`src/verilog/obt_pkg.sv`:
```
package obt_pkg;
   // register offsets (byte addresses on the 8-bit local port)
   localparam logic [7:0] OBT_ADDR_COUNT_LOW = 8'h20;
   localparam logic [7:0] OBT_ADDR_CTRL_STATUS = 8'h21;
   localparam logic [7:0] OBT_ADDR_IRQ_MASK = 8'h22;
   localparam logic [7:0] OBT_ADDR_CLK_SELECT = 8'h23;
   // control/status field positions
   localparam int OBT_BIT_C9 = 7;
   localparam int OBT_BIT_C8 = 6;
   localparam int OBT_BIT_MODE_HI = 5;
   localparam int OBT_BIT_MODE_LO = 4;
   localparam int OBT_BIT_IRQ_EN = 3;
   localparam int OBT_BIT_DONE_EDGE = 2;
   localparam int OBT_BIT_DATA = 1;
   localparam int OBT_BIT_EMPTY_OVF = 0;
   // reset values
   localparam logic [7:0] OBT_RST_COUNT_LOW = 8'h00;
   localparam logic [7:0] OBT_RST_CTRL = 8'h00;
   localparam logic [1:0] OBT_RST_IRQ_MASK = 2'h3;
   localparam logic [1:0] OBT_RST_CLK_SELECT = 2'h0;
   // interrupt vector addresses
   localparam logic [7:0] OBT_VEC_EMPTY_OVF = 8'h04;
   localparam logic [7:0] OBT_VEC_DONE_EDGE = 8'h02;
   // timing
   localparam int OBT_CLK_HZ = 20000000;
   localparam int OBT_COUNT_W = 10;
   localparam logic [9:0] OBT_COUNT_MAX = 10'h3ff;

   typedef enum logic [1:0] {
      OBT_MODE_OFF = 2'b00,
      OBT_MODE_TX_UNKEYED = 2'b01,
      OBT_MODE_RX = 2'b10,
      OBT_MODE_TX_KEYED = 2'b11
   } obt_mode_t;

   typedef enum logic [1:0] {
      OBT_ST_IDLE = 2'b00,
      OBT_ST_TIMING = 2'b01,
      OBT_ST_RX = 2'b10
   } obt_state_t;

   typedef struct packed {
      logic [7:0] addr;
      logic [7:0] wdata;
      logic wr;
      logic rd;
   } obt_bus_req_t;

   typedef struct packed {
      logic done_edge;
      logic empty_ovf;
   } obt_flags_t;
endpackage

```
`src/verilog/obt_tick_gen.sv`:
```
`timescale 1ns/1ns
// processor clock enable: crystal divided by 16/32/64/128
module obt_tick_gen
   import obt_pkg::*;
(
   input wire logic mclk_i,
   input wire logic rst_n_i,
   input wire logic [1:0] div_sel_i,
   output logic tick_o
);
   logic [6:0] div_cnt;
   logic [6:0] terminal;
   logic hit;

   // select 11 -> /16, 10 -> /32, 01 -> /64, 00 -> /128
   assign terminal = 7'(({3'h0, 4'hf} << (2'd3 - div_sel_i)) | 7'h0f);
   assign hit = ((div_cnt & terminal) == terminal);

   always_ff @(posedge mclk_i) begin
      if (!rst_n_i) begin
         div_cnt <= 7'h00;
         tick_o <= 1'b0;
      end else begin
         div_cnt <= div_cnt + 7'h01;
         tick_o <= hit;
      end
   end
endmodule // obt_tick_gen

```
`src/verilog/obt_edge_sync.sv`:
```
`timescale 1ns/1ns
// two-stage synchroniser plus edge detector on the settled stage
module obt_edge_sync (
   input wire logic mclk_i,
   input wire logic rst_n_i,
   input wire logic pin_i,
   output logic level_o,
   output logic rise_o,
   output logic fall_o
);
   logic meta;
   logic sync;
   logic prev;

   always_ff @(posedge mclk_i) begin
      if (!rst_n_i) begin
         meta <= 1'b0;
         sync <= 1'b0;
         prev <= 1'b0;
      end else begin
         meta <= pin_i;
         sync <= meta;
         prev <= sync;
      end
   end

   assign level_o = sync;
   assign rise_o = sync & ~prev;
   assign fall_o = ~sync & prev;
endmodule // obt_edge_sync

```
`src/verilog/obt_bit_timer.sv`:
```
`timescale 1ns/1ns
// How it works
// - each mark or space lasts one processor clock times count plus one.
// - ten-bit count is low byte plus control bits seven and six.
// - mode 00 off, 01 transmit unkeyed, 10 receive, 11 transmit keyed.
// - with interrupt enable bit three and its mask register bit set, each flag raises its own request.
// - empty/overflow vectors to address four, done/edge to address two.
// - transmit sets done flag when buffer empty and counter reached zero.
// - receive sets edge flag on each edge at the sense pin.
// - reading the control register clears both status flags.
// - taking the buffered bit sets the empty flag and requests interrupt.
// - receive stores edge polarity in data bit, one rising, zero falling.
// - receive count holds processor cycles since previous edge.
// - second flag means buffer empty in transmit, overflow in receive.
// - processor clock is crystal divided by 16, 32, 64 or 128.
module obt_bit_timer
   import obt_pkg::*;
#(
   parameter int COUNT_W = OBT_COUNT_W
) (
   input wire logic mclk_i,
   input wire logic rst_n_i,
   input wire logic [7:0] addr_i,
   input wire logic [7:0] wdata_i,
   input wire logic wr_i,
   input wire logic rd_i,
   output logic [7:0] rdata_o,
   input wire logic edge_sense_pin_i,
   output logic tx_key_o,
   output logic irq_o,
   output logic irq_done_edge_o,
   output logic irq_empty_ovf_o,
   output logic [7:0] irq_vector_o
);
   // the register layout only has room for a ten-bit count
   if (COUNT_W != 10) begin : g_bad_width
      $error("obt_bit_timer: count width must be 10");
   end

   obt_bus_req_t req;
   assign req = '{addr: addr_i, wdata: wdata_i, wr: wr_i, rd: rd_i};

   // software-visible state
   logic [7:0] count_low;
   logic [1:0] count_high;
   obt_mode_t mode;
   logic irq_en;
   logic data_bit;
   obt_flags_t flags;
   logic [1:0] irq_mask;
   logic [1:0] clk_select;

   // engine state
   obt_state_t state;
   logic buf_full;
   logic cur_bit;
   logic [9:0] down_cnt;
   logic [9:0] rx_cnt;

   function automatic logic addr_hit(input logic [7:0] a, input logic [7:0] ref_a);
      addr_hit = (a == ref_a);
   endfunction

   logic wr_count, wr_ctrl, wr_mask, wr_clk, rd_ctrl, rd_mask, rd_clk, rd_count;
   assign wr_count = req.wr & addr_hit(req.addr, OBT_ADDR_COUNT_LOW);
   assign wr_ctrl = req.wr & addr_hit(req.addr, OBT_ADDR_CTRL_STATUS);
   assign wr_mask = req.wr & addr_hit(req.addr, OBT_ADDR_IRQ_MASK);
   assign wr_clk = req.wr & addr_hit(req.addr, OBT_ADDR_CLK_SELECT);
   assign rd_count = req.rd & addr_hit(req.addr, OBT_ADDR_COUNT_LOW);
   assign rd_ctrl = req.rd & addr_hit(req.addr, OBT_ADDR_CTRL_STATUS);
   assign rd_mask = req.rd & addr_hit(req.addr, OBT_ADDR_IRQ_MASK);
   assign rd_clk = req.rd & addr_hit(req.addr, OBT_ADDR_CLK_SELECT);

   logic tick;
   obt_tick_gen u_tick (
      .mclk_i(mclk_i),
      .rst_n_i(rst_n_i),
      .div_sel_i(clk_select),
      .tick_o(tick)
   );

   logic pin_level, pin_rise, pin_fall;
   obt_edge_sync u_sync (
      .mclk_i(mclk_i),
      .rst_n_i(rst_n_i),
      .pin_i(edge_sense_pin_i),
      .level_o(pin_level),
      .rise_o(pin_rise),
      .fall_o(pin_fall)
   );

   logic [9:0] period_count;
   assign period_count = {count_high, count_low};

   logic tx_mode, rx_mode;
   assign tx_mode = (mode == OBT_MODE_TX_UNKEYED) || (mode == OBT_MODE_TX_KEYED);
   assign rx_mode = (mode == OBT_MODE_RX);

   // transmit engine events
   logic period_end, take_bit, tx_done;
   assign period_end = tx_mode && (state == OBT_ST_TIMING) && tick && (down_cnt == 10'h000);
   // a bit is taken when idle or when the running period ends
   assign take_bit = tx_mode && buf_full && ((state == OBT_ST_IDLE) || period_end);
   assign tx_done = period_end && !buf_full;

   // receive engine events
   logic rx_edge, rx_ovf;
   assign rx_edge = rx_mode && (pin_rise || pin_fall);
   // overflow is kept even when an edge lands on the same tick
   assign rx_ovf = rx_mode && tick && (rx_cnt == OBT_COUNT_MAX);

   logic set_done_edge, set_empty_ovf;
   assign set_done_edge = tx_done || rx_edge;
   assign set_empty_ovf = take_bit || rx_ovf;

   obt_flags_t next_flags;
   // set wins over the read-clear
   assign next_flags.done_edge = set_done_edge | (flags.done_edge & ~rd_ctrl);
   assign next_flags.empty_ovf = set_empty_ovf | (flags.empty_ovf & ~rd_ctrl);

   logic [7:0] ctrl_view;
   assign ctrl_view = {count_high, mode, irq_en, flags.done_edge, data_bit, flags.empty_ovf};

   logic [7:0] next_rdata;
   assign next_rdata = rd_count ? count_low :
                       rd_ctrl ? ctrl_view :
                       rd_mask ? {6'h00, irq_mask} :
                       rd_clk ? {6'h00, clk_select} : 8'h00;

   // registers
   always_ff @(posedge mclk_i) begin
      if (!rst_n_i) begin
         count_low <= OBT_RST_COUNT_LOW;
         count_high <= OBT_RST_CTRL[7:6];
         mode <= OBT_MODE_OFF;
         irq_en <= 1'b0;
         irq_mask <= OBT_RST_IRQ_MASK;
         clk_select <= OBT_RST_CLK_SELECT;
      end else begin
         if (wr_count || (rx_edge && !wr_ctrl)) begin
            // receive capture of elapsed cycles overrides the low byte
            count_low <= rx_edge ? rx_cnt[7:0] : req.wdata;
         end
         if (wr_ctrl) begin
            count_high <= req.wdata[OBT_BIT_C9:OBT_BIT_C8];
            mode <= obt_mode_t'(req.wdata[OBT_BIT_MODE_HI:OBT_BIT_MODE_LO]);
            irq_en <= req.wdata[OBT_BIT_IRQ_EN];
         end else if (rx_edge) begin
            count_high <= rx_cnt[9:8];
         end
         if (wr_mask) begin
            irq_mask <= req.wdata[1:0];
         end
         if (wr_clk) begin
            clk_select <= req.wdata[1:0];
         end
      end
   end

   always_ff @(posedge mclk_i) begin
      if (!rst_n_i) begin
         flags <= '0;
         rdata_o <= 8'h00;
      end else begin
         flags <= next_flags;
         rdata_o <= next_rdata;
      end
   end

   // data bit: software buffer in transmit, edge polarity in receive
   always_ff @(posedge mclk_i) begin
      if (!rst_n_i) begin
         data_bit <= 1'b0;
         buf_full <= 1'b0;
      end else begin
         if (rx_edge) begin
            data_bit <= pin_level;
         end else if (wr_ctrl) begin
            data_bit <= req.wdata[OBT_BIT_DATA];
         end
         // the mode may be set by this very write, so look at the written field
         if (wr_ctrl && req.wdata[OBT_BIT_MODE_LO]) begin
            buf_full <= 1'b1;
         end else if (take_bit || !tx_mode) begin
            buf_full <= 1'b0;
         end
      end
   end

   // counting engine
   always_ff @(posedge mclk_i) begin
      if (!rst_n_i) begin
         state <= OBT_ST_IDLE;
         down_cnt <= 10'h000;
         rx_cnt <= 10'h000;
         cur_bit <= 1'b0;
      end else begin
         case (state)
            OBT_ST_IDLE: begin
               if (take_bit) begin
                  state <= OBT_ST_TIMING;
                  down_cnt <= period_count;
                  cur_bit <= data_bit;
               end else if (rx_mode) begin
                  state <= OBT_ST_RX;
                  rx_cnt <= 10'h000;
               end
            end
            OBT_ST_TIMING: begin
               if (!tx_mode) begin
                  state <= OBT_ST_IDLE;
               end else if (take_bit) begin
                  down_cnt <= period_count;
                  cur_bit <= data_bit;
               end else if (period_end) begin
                  state <= OBT_ST_IDLE;
               end else if (tick) begin
                  down_cnt <= down_cnt - 10'h001;
               end
            end
            OBT_ST_RX: begin
               if (!rx_mode) begin
                  state <= OBT_ST_IDLE;
               end else if (rx_edge) begin
                  rx_cnt <= tick ? 10'h001 : 10'h000;
               end else if (tick) begin
                  // wraps after overflow; software counts the overflows
                  rx_cnt <= rx_cnt + 10'h001;
               end
            end
            default: begin
               state <= OBT_ST_IDLE;
            end
         endcase
      end
   end

   // outputs
   logic next_key;
   assign next_key = (mode == OBT_MODE_TX_KEYED) && (state == OBT_ST_TIMING) && cur_bit;

   logic req_done_edge, req_empty_ovf;
   assign req_done_edge = irq_en && irq_mask[1] && flags.done_edge;
   assign req_empty_ovf = irq_en && irq_mask[0] && flags.empty_ovf;

   always_ff @(posedge mclk_i) begin
      if (!rst_n_i) begin
         tx_key_o <= 1'b0;
         irq_o <= 1'b0;
         irq_done_edge_o <= 1'b0;
         irq_empty_ovf_o <= 1'b0;
         irq_vector_o <= 8'h00;
      end else begin
         tx_key_o <= next_key;
         irq_done_edge_o <= req_done_edge;
         irq_empty_ovf_o <= req_empty_ovf;
         irq_o <= req_done_edge | req_empty_ovf;
         // the lower vector address has priority
         irq_vector_o <= req_done_edge ? OBT_VEC_DONE_EDGE :
                         req_empty_ovf ? OBT_VEC_EMPTY_OVF : 8'h00;
      end
   end
endmodule // obt_bit_timer

```
`config.mk`:
```
export PLATFORM = sky130hd
export DESIGN_NAME = obt_bit_timer
export DESIGN_NICKNAME = d
export VERILOG_FILES = /design/src/verilog/obt_pkg.sv /design/src/verilog/obt_tick_gen.sv /design/src/verilog/obt_edge_sync.sv /design/src/verilog/obt_bit_timer.sv
export SDC_FILE = /design/constraint.sdc
export NUM_CORES = 1
export LEC_CHECK = 0
export BUFFER_PORTS_ARGS = -buffer_cell sky130_fd_sc_hd__buf_4
export CELL_PAD_IN_SITES_DETAIL_PLACEMENT = 0
export CELL_PAD_IN_SITES_GLOBAL_PLACEMENT = 1
export CORE_MARGIN = 2
export CORE_UTILIZATION = 46
export CTS_CLUSTER_SIZE = 20
export DETAILED_ROUTE_END_ITERATION = 10
export PLACE_DENSITY_LB_ADDON = 0.1
export SLEW_MARGIN = 15
export SYNTH_ARGS = -nofsm -noshare
export SYNTH_HDL_FRONTEND = slang
export SYNTH_HIERARCHICAL = 1
export SYNTH_SLANG_ARGS = --single-unit
export TNS_END_PERCENT = 20
```
`constraint.sdc`:
```
create_clock -name mclk_i -period 4.8 [get_ports mclk_i]
set_clock_uncertainty 0.05 [all_clocks]
set_input_delay 0.96 -clock mclk_i [delete_from_list [all_inputs] [get_ports mclk_i]]
set_output_delay 0.96 -clock mclk_i [all_outputs]
set_load 0.02 [all_outputs]
```
# Word-level counts from Yosys, hierarchy flattened
# Index checks and enable logic that the tools add are counted.
dict set report totals {
  register_bits 70
  output_inout_bits 20
  elab_cells 148
}
dict set report classes {
  add_sub_neg 4
  eq_ne 23
  n_shift 1
  mux 36
  bitwise 20
  n_reduce_logical 38
}
# cell n
set op_table {}
lappend op_table {{$mux W10} 10}
lappend op_table {{$pmux W10 S2} 2}
lappend op_table {{$eq A8 B6 Y1 const B} 4}
lappend op_table {{$mux W8} 3}
lappend op_table {{$mux W2} 11}
lappend op_table {{$logic_and A1 B1 Y1} 17}
lappend op_table {{$and A1 B1 Y1} 12}
lappend op_table {{$ne A2 B2 Y1 const B} 6}
lappend op_table {{$ne A3 B3 Y1 const B} 4}
lappend op_table {{$add A10 B1 Y10 const B} 1}
lappend op_table {{$eq A10 B10 Y1 const B} 1}
lappend op_table {{$logic_not A10 Y1} 1}
lappend op_table {{$reduce_and A5 Y1} 2}
lappend op_table {{$sub A10 B1 Y10 const B} 1}
lappend op_table {{$reduce_bool A2 Y1} 4}
lappend op_table {{$add A7 B1 Y7 const B} 1}
lappend op_table {{$and A7 B7 Y7} 1}
lappend op_table {{$eq A7 B7 Y1} 1}
lappend op_table {{$logic_or A1 B1 Y1} 7}
lappend op_table {{$mux W1} 7}
lappend op_table {{$shl A4 B2 Y7 const A} 1}
lappend op_table {{$eq A2 B2 Y1 const B} 3}
lappend op_table {{$ne A3 B2 Y1 const B} 2}
lappend op_table {{$pmux W2 S3} 1}
lappend op_table {{other kinds (11)} 19}

# Depth between registers and ports, before layout
dict set report logic_depth {
  word_depth 10
  mapped_depth 8
  mapped_depth_nobuf 7
}

# Modules after synthesis
# Netlist, hierarchy kept.
# mod n_inst cells_per_inst area_per_inst_um2 seq_area_each_um2
set modules_own_cells {}
lappend modules_own_cells {obt_bit_timer 1 332 2800.2 1141.1}
lappend modules_own_cells {obt_tick_gen 1 33 309.0 160.2}
lappend modules_own_cells {obt_edge_sync 1 8 91.3 60.1}

# Worst setup path before layout
# OpenSTA, ideal clock, no wires.
dict set report synth_timing {
  path_type {input port to flip-flop}
  from {input addr_i[3]}
  to {register count_low[5]}
  t_arrival_ps 2615
  t_required_ps 4659
  setup_slack_ps 2044
  path_stages 6
  path_buffers 1
  path_cell_list {or4b_4 > nor4_4 > mux2i_1 > buf_6 > nor2_1 > a311oi_1}
}
dict set report synth_via {
  elab_chain_len 5
}
# item line
set synth_rtl {}
lappend synth_rtl {{start: declaration} obt_bit_timer.sv:23} ;# input wire logic [7:0] addr_i,
lappend synth_rtl {{$eq A8 B6 Y1} obt_bit_timer.sv:61} ;# addr_hit = (a == ref_a);
lappend synth_rtl {{$and A1 B1 Y1} obt_bit_timer.sv:66} ;# assign wr_ctrl = req.wr & addr_hit(req.addr, OBT_ADDR_CTRL_STATUS);
lappend synth_rtl {{$logic_not A1 Y1} obt_bit_timer.sv:140} ;# if (wr_count || (rx_edge && !wr_ctrl)) begin
lappend synth_rtl {{$logic_and A1 B1 Y1} obt_bit_timer.sv:140}
lappend synth_rtl {{$logic_or A1 B1 Y1 (*)} obt_bit_timer.sv:140}
lappend synth_rtl {{end signal: assignment} obt_bit_timer.sv:142} ;# count_low <= rx_edge ? rx_cnt[7:0] : req.wdata;
lappend synth_rtl {{end: declaration} obt_bit_timer.sv:44} ;# logic [7:0] count_low;
# Mark *: on every way between the ends. The rest lies on a longest branch, timed or not.
# A chain may end at the register's enable or synchronous reset.

# Worst setup path in the final report
dict set report layout_timing {
  from {input addr_i[3]}
  to {register count_low[1]}
}
# The elaborated chain is that of the path after synthesis.

==> metrics.yaml <==
critical_path:
  crit_arrival_ps: 2930
  crit_path_end_kind: "register"
  crit_fanout: 16
  critical_path_required_ps: 5010
  slowest_delay_ps: 700
  crit_type: "input pin to register"
  start_kind: "input pin"
  crit_family: "simple AND/OR/NAND/NOR gates"
  reg2reg_slack_ps: 2430
  path_cells: "buf_4, or4b_4, nor4_4, mux2i_2, nor2_1, a311oi_1"
  cp_slowest_cell: "mux2i_2"
  timing.critical_path.buf_inv: 1
grt:
  grt_pass1_vias: 2503
  grt_overflow: 0
  grt_usage_pct: 21.55
  grt_max_degree: 33
  antenna_found_initial: 0
  grt_pass1_wl_um: 12610
clock_network:
  cts-resized-gates: 0
  cts_setup_buffers: 0
  cts_tree: "done"
  root_buffer: "clkbuf_8"
  clk_latency_ps: 350
  cts_buffers: 9
  htree_levels: 3
  clk_pin_slew_ps: 80
  cts_sinks: 68
  clockBufferDepth: 2
  cts_hold_buf: 0
die:
  die_area_um2: 7641
  initial_utilization_pct: 47.37
  ios: 41
  num_rows: 30
  die_x_um: 87.42
  die_height_um: 87.42
  coreArea_um2: 6756
logic_synthesis:
  yosys_warnings: 6
  ys_seq_area_share_pct: 42.53
  synth_commonest_cells: "dfxtp_1, nand2_1, nor2_1"
  synth_area_um2: 3201
  yosysMostFrequentCell: "dfxtp_1"
  yosys-top-cells-area: "dfxtp_1, nand2_1, nor2_1"
  yosysTopAreaCell: "dfxtp_1"
  synth.avg_cell_area_um2: 8.581
  ys_async_sr_fraction_pct: 0
  ys_ff_latch: 68
  syn_inst: 373
  synth_edf_count: 0
  yosysTopAreaCellShare_pct: 42.53
  ys_types: 53
  synth_ff_type: "dfxtp_1"
power:
  combPwrFrac_pct: 3.8
  peakVddDrop_uv: 169.5
  power.density_nw_per_um2: 322.5
  pwr-share-seq_pct: 47.6
  p_sw_share_pct: 21.92
  p_leak_nw: 1.388
  finalPower_mw: 1.197
  switching_power_uw: 262.4
  clkPwrFrac_pct: 48.6
  internal-power_uw: 934.7
sta:
  tns_ps: 0
  timing.fmax_mhz: 367.4
  setup_viol: 0
  finalCriticalPeriod_ps: 2722
  hold_viol: 0
  maxSlewViolCount: 0
  fin_crit_sh_pct: 56.71
  slew_headroom_pct: 32.09
  rsz0062_at_grt: "false"
  worstMarginPinSlew_ps: 1012
  holdWs_ps: 388.0
route:
  wl_per_cell_um: 15.76
  postRouteAntennaNets: 0
  drc: 0
  vias: 2722
  via_per_inst: 5.566
  firstDrtPassIters: 4
  wl_um: 7705
  first_iter_violations: 186
place:
  dp_hpwl_um: 5611
  place_congestion: 0.8488
  port_buffers: 34
  placed_cells: 473
finish:
  syn2layout_area_growth_pct: 15.99
  drive_above_1_share_pct: 15.89
  antenna_cells: 0
  finish.utilization_pct: 54.94
  stdcell_count: 489
  finalNetCount: 429
job:
  maxCapViolCount: 0
hold_path:
  hold_path.class: "register to register"
status:
  outcome: "complete, no violations"
-- power by group through the flow --
| stage | clock (mW) | combinational [mW] | sequential [mW] |
|---|---|---|---|
| final | 0.582 | 0.0456 | 0.569 |
| after global routing | 0.617 | 0.0506 | 0.570 |
| after CTS | 0.592 | 0.0459 | 0.569 |
| after detailed placement | 0 | 0.0458 | 0.583 |
| after global placement | 0 | 0.0454 | 0.583 |
| after floorplan | 0 | 0.0286 | 0.582 |
-- worst register-to-register path: stages (launching register included) --
cell	delay, ps
dfxtp_1	410
nor2b_1	320
o21ai_1	420
mux2i_2	750
nor2_1	90
a311oi_1	250
-- through the flow --
stage / instance area, um2 / setup WS, ps
floorplan: 3219 / 2044
global placement: 3462 / 1536
detailed placement: 3462 / 1458
CTS: 3709 / 1829
global route: 3712 / 1871
finish: 3712 / 2078
-- final timing paths --
check / from / end / depth (start not counted)
worst max-delay path: addr_i[3] / count_low[1]$_SDFFE_PN0P_ / 6
worst min-delay path: u_sync/meta$_SDFF_PN0_ / u_sync/level_o$_SDFF_PN0_ / 1
worst max register to register: mode[1]$_SDFFE_PN0P_ / count_low[1]$_SDFFE_PN0P_ / 5
worst min register to register: u_sync/meta$_SDFF_PN0_ / u_sync/level_o$_SDFF_PN0_ / 1
-- cell type report --
cell class / instances / area [um2]
fillers: 634 / 3044
multi-input cells: 280 / 1708
flip-flops and latches: 68 / 1361
repair buffers: 34 / 255.2
clock buffers: 9 / 123.9
clock inverters: 7 / 122.6
well taps: 80 / 100.1
inverters: 11 / 41.29
-- sequential cells by signal (all words and copies together) (netlist names), 2 cells and up --
register        flops
down_cnt           10
count_high          2
rx_cnt             10
count_low           8
mode                2
u_tick/div_cnt      7
irq_mask            2
clk_select          2
state               2
rdata_o             8
ctrl_view           2
-- cell families after synthesis --
family | after synthesis | synth area share [%]
simple gates | 176 | 28.54
compound gates | 69 | 14.15
flops | 68 | 42.53
buf+inv | 30 | 4.809
mux | 17 | 6.098
xor+xnor | 8 | 2.189
fa+ha+maj | 4 | 1.564
other cells | 1 | 0.1172
-- cell usage in the layout (no fill, tap or decap), types with 2 or more instances in the layout --
cell and n:
inv_6 2, mux4_2 2, nor2b_1 11, dfxtp_1 68, bufinv_16 3, buf_4 34
or2_2 2, ha_1 4, nand4_1 3, a311oi_1 10, nor2_1 46, and3_1 2
o211ai_1 2, nor4_1 4, a31oi_1 4, xnor2_1 6, clkbuf_8 9, a32oi_1 2
a21oi_1 20, o21ai_0 11, nand3_1 18, nand2_1 51, nor3_1 6, nand3_2 2
nand2b_1 5, clkinvlp_4 2, xor2_1 2, or3_1 4, conb_1 6, inv_1 11
or2_1 2, or4_1 2, o22ai_1 7, a2111oi_0 2, a22oi_1 4, mux2i_1 14
and2_1 6, and4_1 2
-- per-layer routing --
layer | wire, um | track usage, % | share of wire (%)
met1 | 3749 | 29.89 | 49
met2 | 3468 | 32.78 | 45
met3 | 351 | 3.791 | 4.6
met4 | 136 | 9.371 | 1.8
met5 | 0 | 0 | 0
(Power assumes the default switching activity.)
